===== config.mk =====
export PLATFORM = sky130hd
export DESIGN_NAME = oig_enable_gate
export DESIGN_NICKNAME = d
export VERILOG_FILES = /design/src/verilog/oig_pkg.sv /design/src/verilog/oig_enable_gate.sv
export SDC_FILE = /design/constraint.sdc
export NUM_CORES = 1
export LEC_CHECK = 0
export BUFFER_PORTS_ARGS = -buffer_cell sky130_fd_sc_hd__buf_2
export CORE_MARGIN = 5
export CORE_UTILIZATION = 28
export DETAILED_ROUTE_END_ITERATION = 6
export PLACE_DENSITY_LB_ADDON = 0.2
export SETUP_SLACK_MARGIN = 0.1
export SLEW_MARGIN = 20
export SYNTH_ARGS = -nofsm -noshare
export SYNTH_HDL_FRONTEND = slang
export SYNTH_SLANG_ARGS = --single-unit
export TNS_END_PERCENT = 5

===== constraint.sdc =====
create_clock -name clk_in -period 0.85 [get_ports clk_in]
set_clock_uncertainty 0.1 [all_clocks]
set_input_delay 0.17 -clock clk_in [delete_from_list [all_inputs] [get_ports clk_in]]
set_output_delay 0.17 -clock clk_in [all_outputs]
set_load 0.03 [all_outputs]

===== src/verilog/oig_pkg.sv =====
/*
 * Shared constants and carrier types for the interrupt enable gating stage.
 * Assumes one 250 MHz controller clock and a simple word-wide register port.
 */
package oig_pkg;

    // Register word geometry
    localparam int          OIG_DATA_W      = 32;
    localparam int          OIG_ADDR_W      = 8;

    // Offset of the enable register inside the function's memory window
    localparam logic [7:0]  OIG_ENABLE_OFS  = 8'h10;
    // Offset of the companion disable register, which reads back the enables
    localparam logic [7:0]  OIG_DISABLE_OFS = 8'h14;

    // Field positions
    localparam int          OIG_MASTER_BIT  = 31;
    localparam int          OIG_OWNER_BIT   = 30;
    localparam int          OIG_EVENT_TOP   = 6;

    // Implemented bits: master, ownership change and events 6..0
    localparam logic [31:0] OIG_IMPL_MASK   = 32'hC000_007F;
    // Event bits that the master gate controls
    localparam logic [31:0] OIG_EVENT_MASK  = 32'h4000_007F;
    // Reset value of the enable register
    localparam logic [31:0] OIG_ENABLE_RST  = 32'h0000_0000;

    // Register access request from the host-side decoder
    typedef struct packed {
        logic                  wr;
        logic                  rd;
        logic [OIG_ADDR_W-1:0] addr;
        logic [OIG_DATA_W-1:0] wdata;
    } oig_req_t;

    // Coupled write into the disable register
    typedef struct packed {
        logic                  wr;
        logic [OIG_DATA_W-1:0] wdata;
    } oig_dis_t;

endpackage


===== src/verilog/oig_enable_gate.sv =====
/*
 * Interrupt enable register with set-on-one writes, clear through the
 * coupled disable register, and the gated interrupt request.
 * Assumes the status flags and disable writes come from logic on clk_in.
 */
// Function
// RULE1: Interrupt needs status, enable and master set
// RULE2: Written one sets the enable bit
// RULE3: Written zero leaves enable bit unchanged
// RULE4: Read returns present enable bits
// RULE5: Bit 31 is the master interrupt gate
// RULE6: Bit 30 enables ownership change interrupt
// RULE7: Bits 6..0 enable the seven frame events
// RULE8: Software writes reserved bits as zero
// RULE9: Enable register sits at offset 10h
// RULE10: Status flags set by hardware, cleared by software
// RULE11: Disable write of one clears enable bit
// RULE12: Interrupt request is a level
`timescale 1ns/10ps
module oig_enable_gate (
    // Clock and reset
    input  wire logic              clk_in,
    input  wire logic              rst_n_in,
    // Register port
    input  wire oig_pkg::oig_req_t req_in,
    output logic [31:0]            rdata_out,
    // Coupling from the status and disable registers
    input  wire logic [31:0]       status_in,
    input  wire oig_pkg::oig_dis_t dis_in,
    // Results
    output logic [31:0]            enable_out,
    output logic                   irq_out
);
    import oig_pkg::*;

    // Timing at a glance
    // Write or disable strobe: effect on enable_out one edge later
    // Read strobe: rdata_out valid for exactly the following cycle
    // Request: follows the gated flags one cycle late, as a level
    // Status flags never written here, so a held flag holds the request
    // Set and clear of one bit together: the set is kept

    logic [31:0] en_q;            // Enable register
    logic [31:0] en_d;            // Its next value
    logic [31:0] rdata_q;         // Read data holding register
    logic [31:0] rdata_d;         // Next read data
    logic        irq_q;           // Registered request
    logic        irq_d;           // Next request level
    wire         hit_en;          // Access to the enable offset
    wire         hit_dis;         // Access to the disable offset
    wire  [31:0] set_bits;        // Bits set by this write
    wire  [31:0] clr_bits;        // Bits cleared by a disable write
    wire  [31:0] pending;         // Enabled events currently flagged

    // Address decode
    assign hit_en   = (req_in.addr == OIG_ENABLE_OFS);              // see RULE9
    assign hit_dis  = (req_in.addr == OIG_DISABLE_OFS);
    // Ones set, zeros ignored; reserved bits never stored
    assign set_bits = (req_in.wr && hit_en) ? (req_in.wdata & OIG_IMPL_MASK)
                                            : 32'h0000_0000;        // see RULE2 see RULE3 see RULE8
    // Ones on the disable port clear, zeros leave the bit alone
    assign clr_bits = dis_in.wr ? (dis_in.wdata & OIG_IMPL_MASK)
                                : 32'h0000_0000;                    // see RULE11
    // A set in the same cycle as a clear wins
    assign en_d     = (en_q & ~clr_bits) | set_bits;
    // Status flags are owned by the status register; only gated here
    assign pending  = status_in & en_q & OIG_EVENT_MASK;            // see RULE10 see RULE6 see RULE7
    // Master gate over the flagged events; status bit 31 has no event
    assign irq_d    = en_q[OIG_MASTER_BIT] && (|pending);           // see RULE1 see RULE5 see RULE12
    // Both offsets read back the enables; others read zero
    assign rdata_d  = (req_in.rd && (hit_en || hit_dis)) ? en_q
                                                         : 32'h0000_0000; // see RULE4

    // Enable register
    always_ff @(posedge clk_in or negedge rst_n_in) begin
        if (!rst_n_in) begin
            en_q <= OIG_ENABLE_RST;
        end else begin
            en_q <= en_d;
        end
    end

    // Read data and request level
    always_ff @(posedge clk_in or negedge rst_n_in) begin
        if (!rst_n_in) begin
            rdata_q <= 32'h0000_0000;
            irq_q   <= 1'b0;
        end else begin
            rdata_q <= rdata_d;
            irq_q   <= irq_d;
        end
    end

    assign rdata_out  = rdata_q;
    assign enable_out = en_q;
    assign irq_out    = irq_q;
endmodule // oig_enable_gate


==> results.md, run 1 <==
* Pwr Density at 1150 mW/mm^2
* Congestion Overflow GR at 0
* Initial antenna violation count at 0
* Vias at 982
* Mapped Area at 0.00125 sq mm
* Slew @ Worst Pin at 608 ps
* Setup WS pre-CTS at -679 ps
* Max Clk Rate at 0.839 GHz
* CTS tree: done
* Reg2reg setup slack at -160 ps
* Reg2reg path depth at 2
* H-tree depth at 1
* Crit share post-route at 140%
* Status: finished, violations left
* Share of cells above drive strength 1 at 50.3%
* Die W at 76.8 um
* Post-detailed-placement half-perimeter wirelength at 2470 um
* CTS Sinks at 19
* Io pins at 174
* Layout area overhead at 42.8%
* Core area at 0.00435 sq mm
* First-pass GRT wire length at 4860 um
* DRT Pass-1 Iters at 4
* Setup ws final at -342 ps
* CP max FO at 6
* Startpoint types: input port
* Worst skew pair latency at 250 ps
* Final nets at 295
* Clock-pin slew on the worst setup and hold paths at 70 ps
* Wire per inst at 14.4 um
* Total GRT Usage at 10.3%
* Via density at 4.14
* Postcts setup bufs at 0
* Peak VDD IR at 0.000467 V
* Remaining antenna violation count after routing at 0
* Setup TNS at -9410 ps
* Ys Warns at 0
* Static leakage at 0.958 nW
* Largest net degree at the start of global routing at 20
* Power, Total at 2.05 mW
* Starting Density at 28.7%
* Sequential area share after synthesis at 38.1%
* Final Slew Violations at 0
* Most frequent cells in the layout: conb_1, buf_2, buf_6
* Clock tree buffer depth at 2
* # DRC at 0
* CTS root buffer: clkbuf_8
* Row count at 24
* Commonest non-fill, non-tap cell in the layout: conb_1
* Hold crit path type: input port to async pin
* Final hold violation count at 19
* Crit path arrival time at 1240 ps
* DIE AREA at 0.00590 sq mm
* Setup-failing EPs final at 38
* Die height at 76.8 um
* CP Capture Type: register
* Min Tclk post-route at 1190 ps
* Rel. slew slack at 59.2%
* Vias in the first global route at 1023
* Critical Path RT at 900 ps
* Post-Syn Area per Cell at 9.91 sq um
* RSZ-0062 raised after global routing: true
* Max-cap viol count at 0
* Cells after synthesis at 126
* Initial DRC count at 11
* Critical path class: input port to register
* Min Hold Slack at -261 ps
* Final wirelength at 3410 um
* Failing checks: hold timing, setup timing
* Routability-driven placement congestion ratio at 0.615
* Register bit total from synthesis at 19
* Total CTS buffers at 3
* Synth unique cells at 19
* IO buf count at 57
* Diode count at 0
[worst paths after layout]
| kind | start | endpoint |
|---|---|---|
| worst min-delay path | rst_n_in | rdata_out[3] |
| max in group asynchronous | rst_n_in | enable_out[30] |
| worst max-delay path | req_in[35] | enable_out[6] |
| worst min register to register | enable_out[1] | rdata_out[1] |
| worst max register to register | enable_out[4] | irq_out |
| min in group clk_in | req_in[3] | enable_out[3] |
[power breakdown]
part | internal, mW | switching [mW]
Clock | 0.333 | 0.302
Combinational | 0.100 | 0.406
Sequential | 0.905 | 0.00283
Total | 1.34 | 0.711
[metrics by stage]
step / instance area (sq um) / utilization [%] / std cells
floorplan: 1420 / - / 171
finish: 1780 / 40.9 / 237
global route: 1780 / 40.9 / 237
detailed placement: 1420 / 32.6 / 232
global placement: 1420 / 32.6 / 232
CTS: 1710 / 39.3 / 237
[Yosys cell counts]
cell	number	share of area, %
buf_4	46	28
dfrtp_1	19	38
conb_1	1	0.30
nor4_1	9	4.5
buf_6	1	0.90
o41ai_1	8	5.6
a41oi_1	1	0.70
clkbuf_1	1	0.30
a22oi_1	4	2.4
clkinv_1	1	0.30
buf_2	2	0.80
or3b_2	1	0.70
inv_1	18	5.4
buf_1	1	0.30
or4_4	1	0.90
a21bo_2	9	7.2
nand2b_1	1	0.50
buf_8	1	1.2
o41ai_4	1	2.2
[flip-flops by register name (all words and copies together) (netlist names)]
signal      cells
enable_out      9
rdata_out       9
irq_out         1
[per-layer routing]
metal | vias up | wire [um] | GRT usage [%]
li1 | 450 | - | -
met1 | 463 | 1380 | 13.2
met2 | 69 | 1630 | 16.3
met3 | 0 | 397 | 3.40
met4 | 0 | 0 | 3.15
met5 | - | 0 | 0
[area by class of cell]
class | count | area, sq um
fill | 455 | 2570
multi-input combinational | 82 | 658
sequential | 19 | 477
timing repair buffer | 61 | 467
inverter | 19 | 71.3
tap | 52 | 65.1
clock buffer | 4 | 45.0
[critical path, cell delays in order]
cell and delay [ps]:
buf_6 100, or4_4 600, o41ai_1 360
[kinds of logic (layout without fill, tap and decap cells)]
family | Yosys count | count (layout) | synth area share [%]
other cells | 1 | 46 | 0.300
compound gates | 23 | 23 | 18.1
flops | 19 | 19 | 38.1
buf+inv | 71 | 84 | 36.9
simple gates | 12 | 13 | 6.61
[what timing repair did]
action	CTS	global route
pin swaps	5	8
resized for setup	57	10
gates cloned	1	0
hold endpoints to repair	19	19
endpoints found under the setup margin	38	38
(Power assumes the default switching activity.)
==> run 2, diff against run 1 <==
--- a/config.mk
+++ b/config.mk
@@ -9,7 +9,7 @@
 export CORE_MARGIN = 5
 export CORE_UTILIZATION = 28
 export DETAILED_ROUTE_END_ITERATION = 6
-export PLACE_DENSITY_LB_ADDON = 0.2
+export PLACE_DENSITY = 0.78
 export SETUP_SLACK_MARGIN = 0.1
 export SLEW_MARGIN = 20
 export SYNTH_ARGS = -nofsm -noshare
==> constraint.sdc (replaced) <==
create_clock -name clk_in -period 0.85 [get_ports clk_in]
set_clock_uncertainty 0.1 [all_clocks]
set_input_delay 0.085 -clock clk_in [delete_from_list [all_inputs] [get_ports clk_in]]
set_output_delay 0.085 -clock clk_in [all_outputs]
set_load 0.03 [all_outputs]
==> run 2 against run 1 <==
  * The run still ends with hold timing, setup timing left
  * Register-to-register slack barely moved
  * Global-route usage rose by 1.9 points
  * Via count rose by 2.3%
  * Hold slack improved by 240 ps
  * First-iteration DRC count rose to 6.9 times the previous value
  * Wire length rose by 8.6%
  * Cell count rose by 1.3%
  * Non-clock buffer count rose by 1
  * Flip-flop and latch count did not move
  * Utilization rose by 0.057 points
  * Critical path type unchanged
==> results.md, run 2 (synthesized netlist as in run 1, its figures left out) <==
* Status: finished, violations left
* Failing checks: hold timing, setup timing
* Clock tree buffer depth at 2 (unchanged)
* CP Capture Type: register
* Met2 usage at 23.5% (+7.2 points)
* Finished Layout Cells at 240 (+1.3%)
* Final Slew Violations at 0 (unchanged)
* Wire per inst at 15.4 um (+7.2%)
* CTS Sinks at 19 (unchanged)
* Final hold violation count at 2 (-17)
* Multi-input gate area at 654 sq um (-0.57%)
* DRT Pass-1 Iters at 4 (unchanged)
* Peak VDD IR at 0.000489 V (+4.6%)
* IO buf count at 57 (unchanged)
* Initial DRC count at 76 (+65)
* Io pins at 174 (unchanged)
* Share of cells above drive strength 1 at 51.6% (+1.3 points)
* Vias at 1005 (+2.3%)
* Core area at 0.00435 sq mm (unchanged)
* Reg2reg start: enable_out[1]
* Reg2reg setup slack at -150 ps (about the same)
* CTS root buffer: clkbuf_8
* Worst Setup SP: req_in[32]
* Static leakage at 0.958 nW (about the same)
* Clock-pin slew on the worst setup and hold paths at 70 ps (about the same)
* Setup ws final at -254 ps (+87.5 ps)
* CTS tree: done
* Pwr Density at 1150 mW/mm^2 (about the same)
* DIE AREA at 0.00590 sq mm (unchanged)
* Diode count at 0 (unchanged)
* Setup-failing EPs final at 38 (unchanged)
* FF+latch area at 477 sq um (unchanged)
* Final nets at 298 (+1.0%)
* Starting Density at 28.7% (unchanged)
* Worst skew pair latency at 250 ps (about the same)
* Min Tclk post-route at 1100 ps (-87.5 ps)
* Min Hold Slack at -19.1 ps (+242 ps)
* Via density at 4.19 (+1.1%)
* Die height at 76.8 um (unchanged)
* Fin util at 41.0% (+0.057 points)
* # DRC at 0 (unchanged)
* Max-cap viol count at 0 (unchanged)
* Total GRT Usage at 12.2% (+1.9 points)
* Hold crit path type: input port to register
* Row count at 24 (unchanged)
* Remaining antenna violation count after routing at 0 (unchanged)
* Setup TNS at -5720 ps (+3700 ps)
* Placed Cells at 230 (-0.86%)
* Met1 usage at 12.5% (-0.77 points)
* Most frequent cells in the layout: conb_1, buf_2, buf_6
* Congestion Overflow GR at 0 (unchanged)
* H-tree depth at 1 (unchanged)
* CP max FO at 5 (-1)
* Critical path class: input port to register
* Commonest non-fill, non-tap cell in the layout: conb_1
* Routability-driven placement congestion ratio at 0.728 (+18%)
* First-pass GRT wire length at 5730 um (+18%)
* Critical Path RT at 900 ps (about the same)
* Die W at 76.8 um (unchanged)
* Initial antenna violation count at 0 (unchanged)
* Total CTS buffers at 3 (unchanged)
* Reg2reg path depth at 2 (unchanged)
* RSZ-0062 raised after global routing: true
* Max Clk Rate at 0.906 GHz (+7.9%)
* Grt peak-use layer: met2
* Fill cell count at 418 (-8.1%)
* Final wirelength at 3700 um (+8.6%)
* CTS Hold Buffers Added at 1
* Met3 global-route usage at 3.98% (+0.59 points)
* Crit path arrival time at 1150 ps (-90 ps)
* RR Endpoint: irq_out
* Layout area overhead at 43.0%
* Post-detailed-placement half-perimeter wirelength at 2480 um (+0.62%)
* Largest net degree at the start of global routing at 20 (unchanged)
* Crit share post-route at 130% (-10 points)
* Critical path endpoint: enable_out[6]
* Startpoint types: input port
* Vias in the first global route at 1079 (+5.5%)
==> run 2: cell types whose count changed in the layout (fill, tap and decap cells not counted), moves of 2 or more <==
cell	change
or4_4	+2
buf_2	-2
nor4_4	-7
o41ai_4	+2
buf_4	+2
nor4_2	+7
==> run 2: worst min path at each step <==
stage,start,end,slack [ps],depth (start not counted)
after floorplan,rst_n_in,enable_out[0],-310,0
after global placement,rst_n_in,rdata_out[4],-70,1
after detailed placement,rst_n_in,rdata_out[2],-60,1
after CTS,req_in[3],enable_out[3],-20,3
after global routing,req_in[3],enable_out[3],-30,3
final,req_in[3],enable_out[3],-20,3
==> run 2: cell type report <==
cell class,count,share of cell area [%]
sequential,19,26.7
timing repair buffer,62,26.5
inverter,19,3.99
tap,52,3.64
clock buffer,4,2.52
multi-input combinational,84,36.7
==> run 2: stage by stage <==
step                area (sq um)  setup slack, ps  total power, mW  hold slack, ps
floorplan                   1420             -513             1.41            -311
global placement            1390             -559             1.36           -68.9
detailed placement          1390             -661             1.36           -57.7
CTS                         1730             -252             2.03           -22.7
global route                1790             -283             2.13           -26.7
finish                      1790             -254             2.05           -19.1
==> run 2: critical path, cell delays in order <==
cell and delay, ps:
buf_8 100, or4_4 600, buf_4 170, o41ai_4 190
==> run 2: report_power, final <==
part / internal (mW) / switching [mW] / leakage, nW
Sequential: 0.906 / 0.00265 / 0.264
Clock: 0.333 / 0.287 / 0.0228
Combinational: 0.111 / 0.412 / 0.671
Total: 1.35 / 0.702 / 0.958
==> run 2: routing by layer <==
metal	vias up	share of wire, %
li1	463	-
met1	482	34
met2	58	55
met3	2	11
met4	0	0.40
met5	-	0
==> run 2: repair_timing <==
action | 4_1_cts | 5_1_grt
gates resized for setup | 64 | 7
setup buffers | 1 | 1
endpoints found under the hold margin | 27 | 1
cloned | 3 | 0
pin swaps | 5 | 2
endpoints found under the setup margin | 38 | 57
==> run 3, diff against run 2 <==
--- a/config.mk
+++ b/config.mk
@@ -6,9 +6,11 @@
 export NUM_CORES = 1
 export LEC_CHECK = 0
 export BUFFER_PORTS_ARGS = -buffer_cell sky130_fd_sc_hd__buf_2
+export CORE_ASPECT_RATIO = 1.2
 export CORE_MARGIN = 5
 export CORE_UTILIZATION = 28
 export DETAILED_ROUTE_END_ITERATION = 6
+export HOLD_SLACK_MARGIN = 0.05
 export PLACE_DENSITY = 0.78
 export SETUP_SLACK_MARGIN = 0.1
 export SLEW_MARGIN = 20
==> run 3 against run 2 <==
  * Final area down 1.9%
  * Count of clock-buffer cells in the layout unchanged
  * Die area about the same
  * The run still ends with hold timing, setup timing left
  * Largest cell class unchanged
  * Largest power group unchanged
  * Cell count up 2.1%
  * Register-to-register slack better by 20 ps
  * Wire length down 9.0%
==> results.md, run 3 (synthesized netlist as in run 1, its figures left out) <==
* First-pass GRT wire length at 4800 um (-16%)
* Share of cells above drive strength 1 at 48.1% (-3.4 points)
* Most frequent cells in the layout: conb_1, buf_2, dfrtp_1, buf_6, inv_1
* Min Tclk post-route at 1080 ps (-21.5 ps)
* Worst skew pair latency at 250 ps (about the same)
* Layout area overhead at 40.3%
* Core area at 0.00429 sq mm (-1.4%)
* Clock tree buffer depth at 2 (unchanged)
* DIE AREA at 0.00590 sq mm (about the same)
* Crit path arrival time at 1140 ps (about the same)
* Crit-path cells: buf_8, or4_4, buf_4, o41ai_4
* Post-route cell area at 0.00175 sq mm (-1.9%)
* Starting Density at 29.1% (+0.40 points)
* CTS Hold Buffers Added at 1 (unchanged)
* Initial DRC count at 61 (-20%)
* Via density at 4.23 (+1.1%)
* Largest net degree at the start of global routing at 20 (unchanged)
* Setup WS pre-CTS at -600 ps (+61.7 ps)
* Placed Cells at 235 (+2.2%)
* CTS root buffer: clkbuf_8
* Max Clk Rate at 0.924 GHz (+2.0%)
* Die W at 71.0 um (-7.6%)
* Commonest non-fill, non-tap cell in the layout: conb_1
* DRT Pass-1 Iters at 4 (unchanged)
* # DRC at 0 (unchanged)
* Clock-pin slew on the worst setup and hold paths at 70 ps (about the same)
* Failing checks: hold timing, setup timing
* Total CTS buffers at 3 (unchanged)
* CP max FO at 4 (-1)
* Peak VDD IR at 0.000416 V (-15%)
* Remaining antenna violation count after routing at 0 (unchanged)
* Final hold violation count at 3 (+1)
* Routability-driven placement congestion ratio at 0.787 (+8.2%)
* Final nets at 299 (+0.34%)
* Worst Path Buf+Inv at 2 (unchanged)
* Static leakage at 0.965 nW (+0.71%)
* Row count at 26 (+8.3%)
* Post-detailed-placement half-perimeter wirelength at 2270 um (-8.6%)
* Vias in the first global route at 1002 (-7.1%)
* Fin util at 40.8% (-0.21 points)
* Io pins at 174 (unchanged)
* Setup-failing EPs final at 38 (unchanged)
* RSZ-0062 raised after global routing: true
* Min Hold Slack at -5.25 ps (+13.8 ps)
* Slowest stage delay, CP at 590 ps (about the same)
* Initial antenna violation count at 1 (+1)
* Crit share post-route at 127% (-2.5 points)
* Final Slew Violations at 0 (unchanged)
* Max-cap viol count at 0 (unchanged)
* Slowest stage cell, crit path: or4_4
* Wire per inst at 13.8 um (-11%)
* Die height at 83.2 um (+8.3%)
* IO buf count at 57 (unchanged)
* Vias at 1037 (+3.2%)
* CP Capture Type: register
* Status: finished, violations left
* H-tree depth at 1 (unchanged)
* Congestion Overflow GR at 0 (unchanged)
* Setup TNS at -5690 ps (+30.1 ps)
* Final wirelength at 3370 um (-9.0%)
* Top Family by Delay on Critical Path: simple AND/OR/NAND/NOR gates
* CTS tree: done
* Setup ws final at -233 ps (+21.5 ps)
* Finished Layout Cells at 245 (+2.1%)
* Total GRT Usage at 10.1% (-2.1 points)
* Startpoint types: input port
* Critical Path RT at 900 ps (about the same)
* Pwr Density at 1160 mW/mm^2 (+0.82%)
* Critical path class: input port to register
* Diode count at 0 (unchanged)
* Hold crit path type: input port to register
* CTS Sinks at 19 (unchanged)
* Area post-placement at 0.00141 sq mm (+0.90%)
==> run 3: changes by cell type in the layout (fill, tap and decap cells not counted), moves of 2 or more <==
cell / delta
nor4_2: -7
nor4_1: +7
buf_6: -3
buf_4: +2
==> run 3: layer usage <==
layer	vias to the layer above	wire length, um	GRT usage [%]	share of wire, %
met5	-	13	0	0.39
met4	2	53	3.42	1.6
met3	8	389	2.90	12
met2	71	1880	19.8	56
met1	494	1030	9.58	31
li1	462	-	-	-
==> run 3: worst paths after layout <==
path,cells after the start,end,slack (ps),startpoint
setup / recovery,4,enable_out[30],-230,req_in[35]
hold / removal,3,enable_out[5],-5,req_in[5]
min in group asynchronous,2,irq_out,190,rst_n_in
hold reg to reg,2,rdata_out[2],460,enable_out[2]
setup reg to reg,2,irq_out,-130,enable_out[0]
max in group asynchronous,2,enable_out[4],250,rst_n_in
==> run 3: cell type report <==
type / instances / area, sq um
inverters: 19 / 71.3
repair buffers: 63 / 474
multi-input cells: 84 / 616
fillers: 418 / 2540
well taps: 56 / 70.1
clock buffers: 4 / 45.0
flip-flops and latches: 19 / 475
==> run 3: stage by stage <==
stage	hold WS, ps	power [mW]
6_report	-5.25	2.03
5_1_grt	6.35	2.10
4_1_cts	-9.62	2.02
3_5_place_dp	-59.9	1.37
3_3_place_gp	-65.8	1.36
2_1_floorplan	-311	1.41
==> run 3: worst min-delay path, stage by stage <==
cell,delay (ps)
buf_2,90
inv_1,60
o41ai_2,70
==> run 3: repair_timing <==
item	CTS	global route
resized for setup	56	5
cloned	2	1
pin swaps	4	5
buffers inserted	1	1
endpoints found under the hold margin	28	7
setup endpoints to repair	38	57
==> run 3: report_power, final <==
| group | leakage, nW | switching [mW] | internal, mW | total [mW] |
|---|---|---|---|---|
| combinational | 0.676 | 0.406 | 0.111 | 0.517 |
| clock | 0.0228 | 0.271 | 0.332 | 0.604 |
| sequential | 0.265 | 0.00252 | 0.906 | 0.909 |
| total | 0.965 | 0.680 | 1.35 | 2.03 |
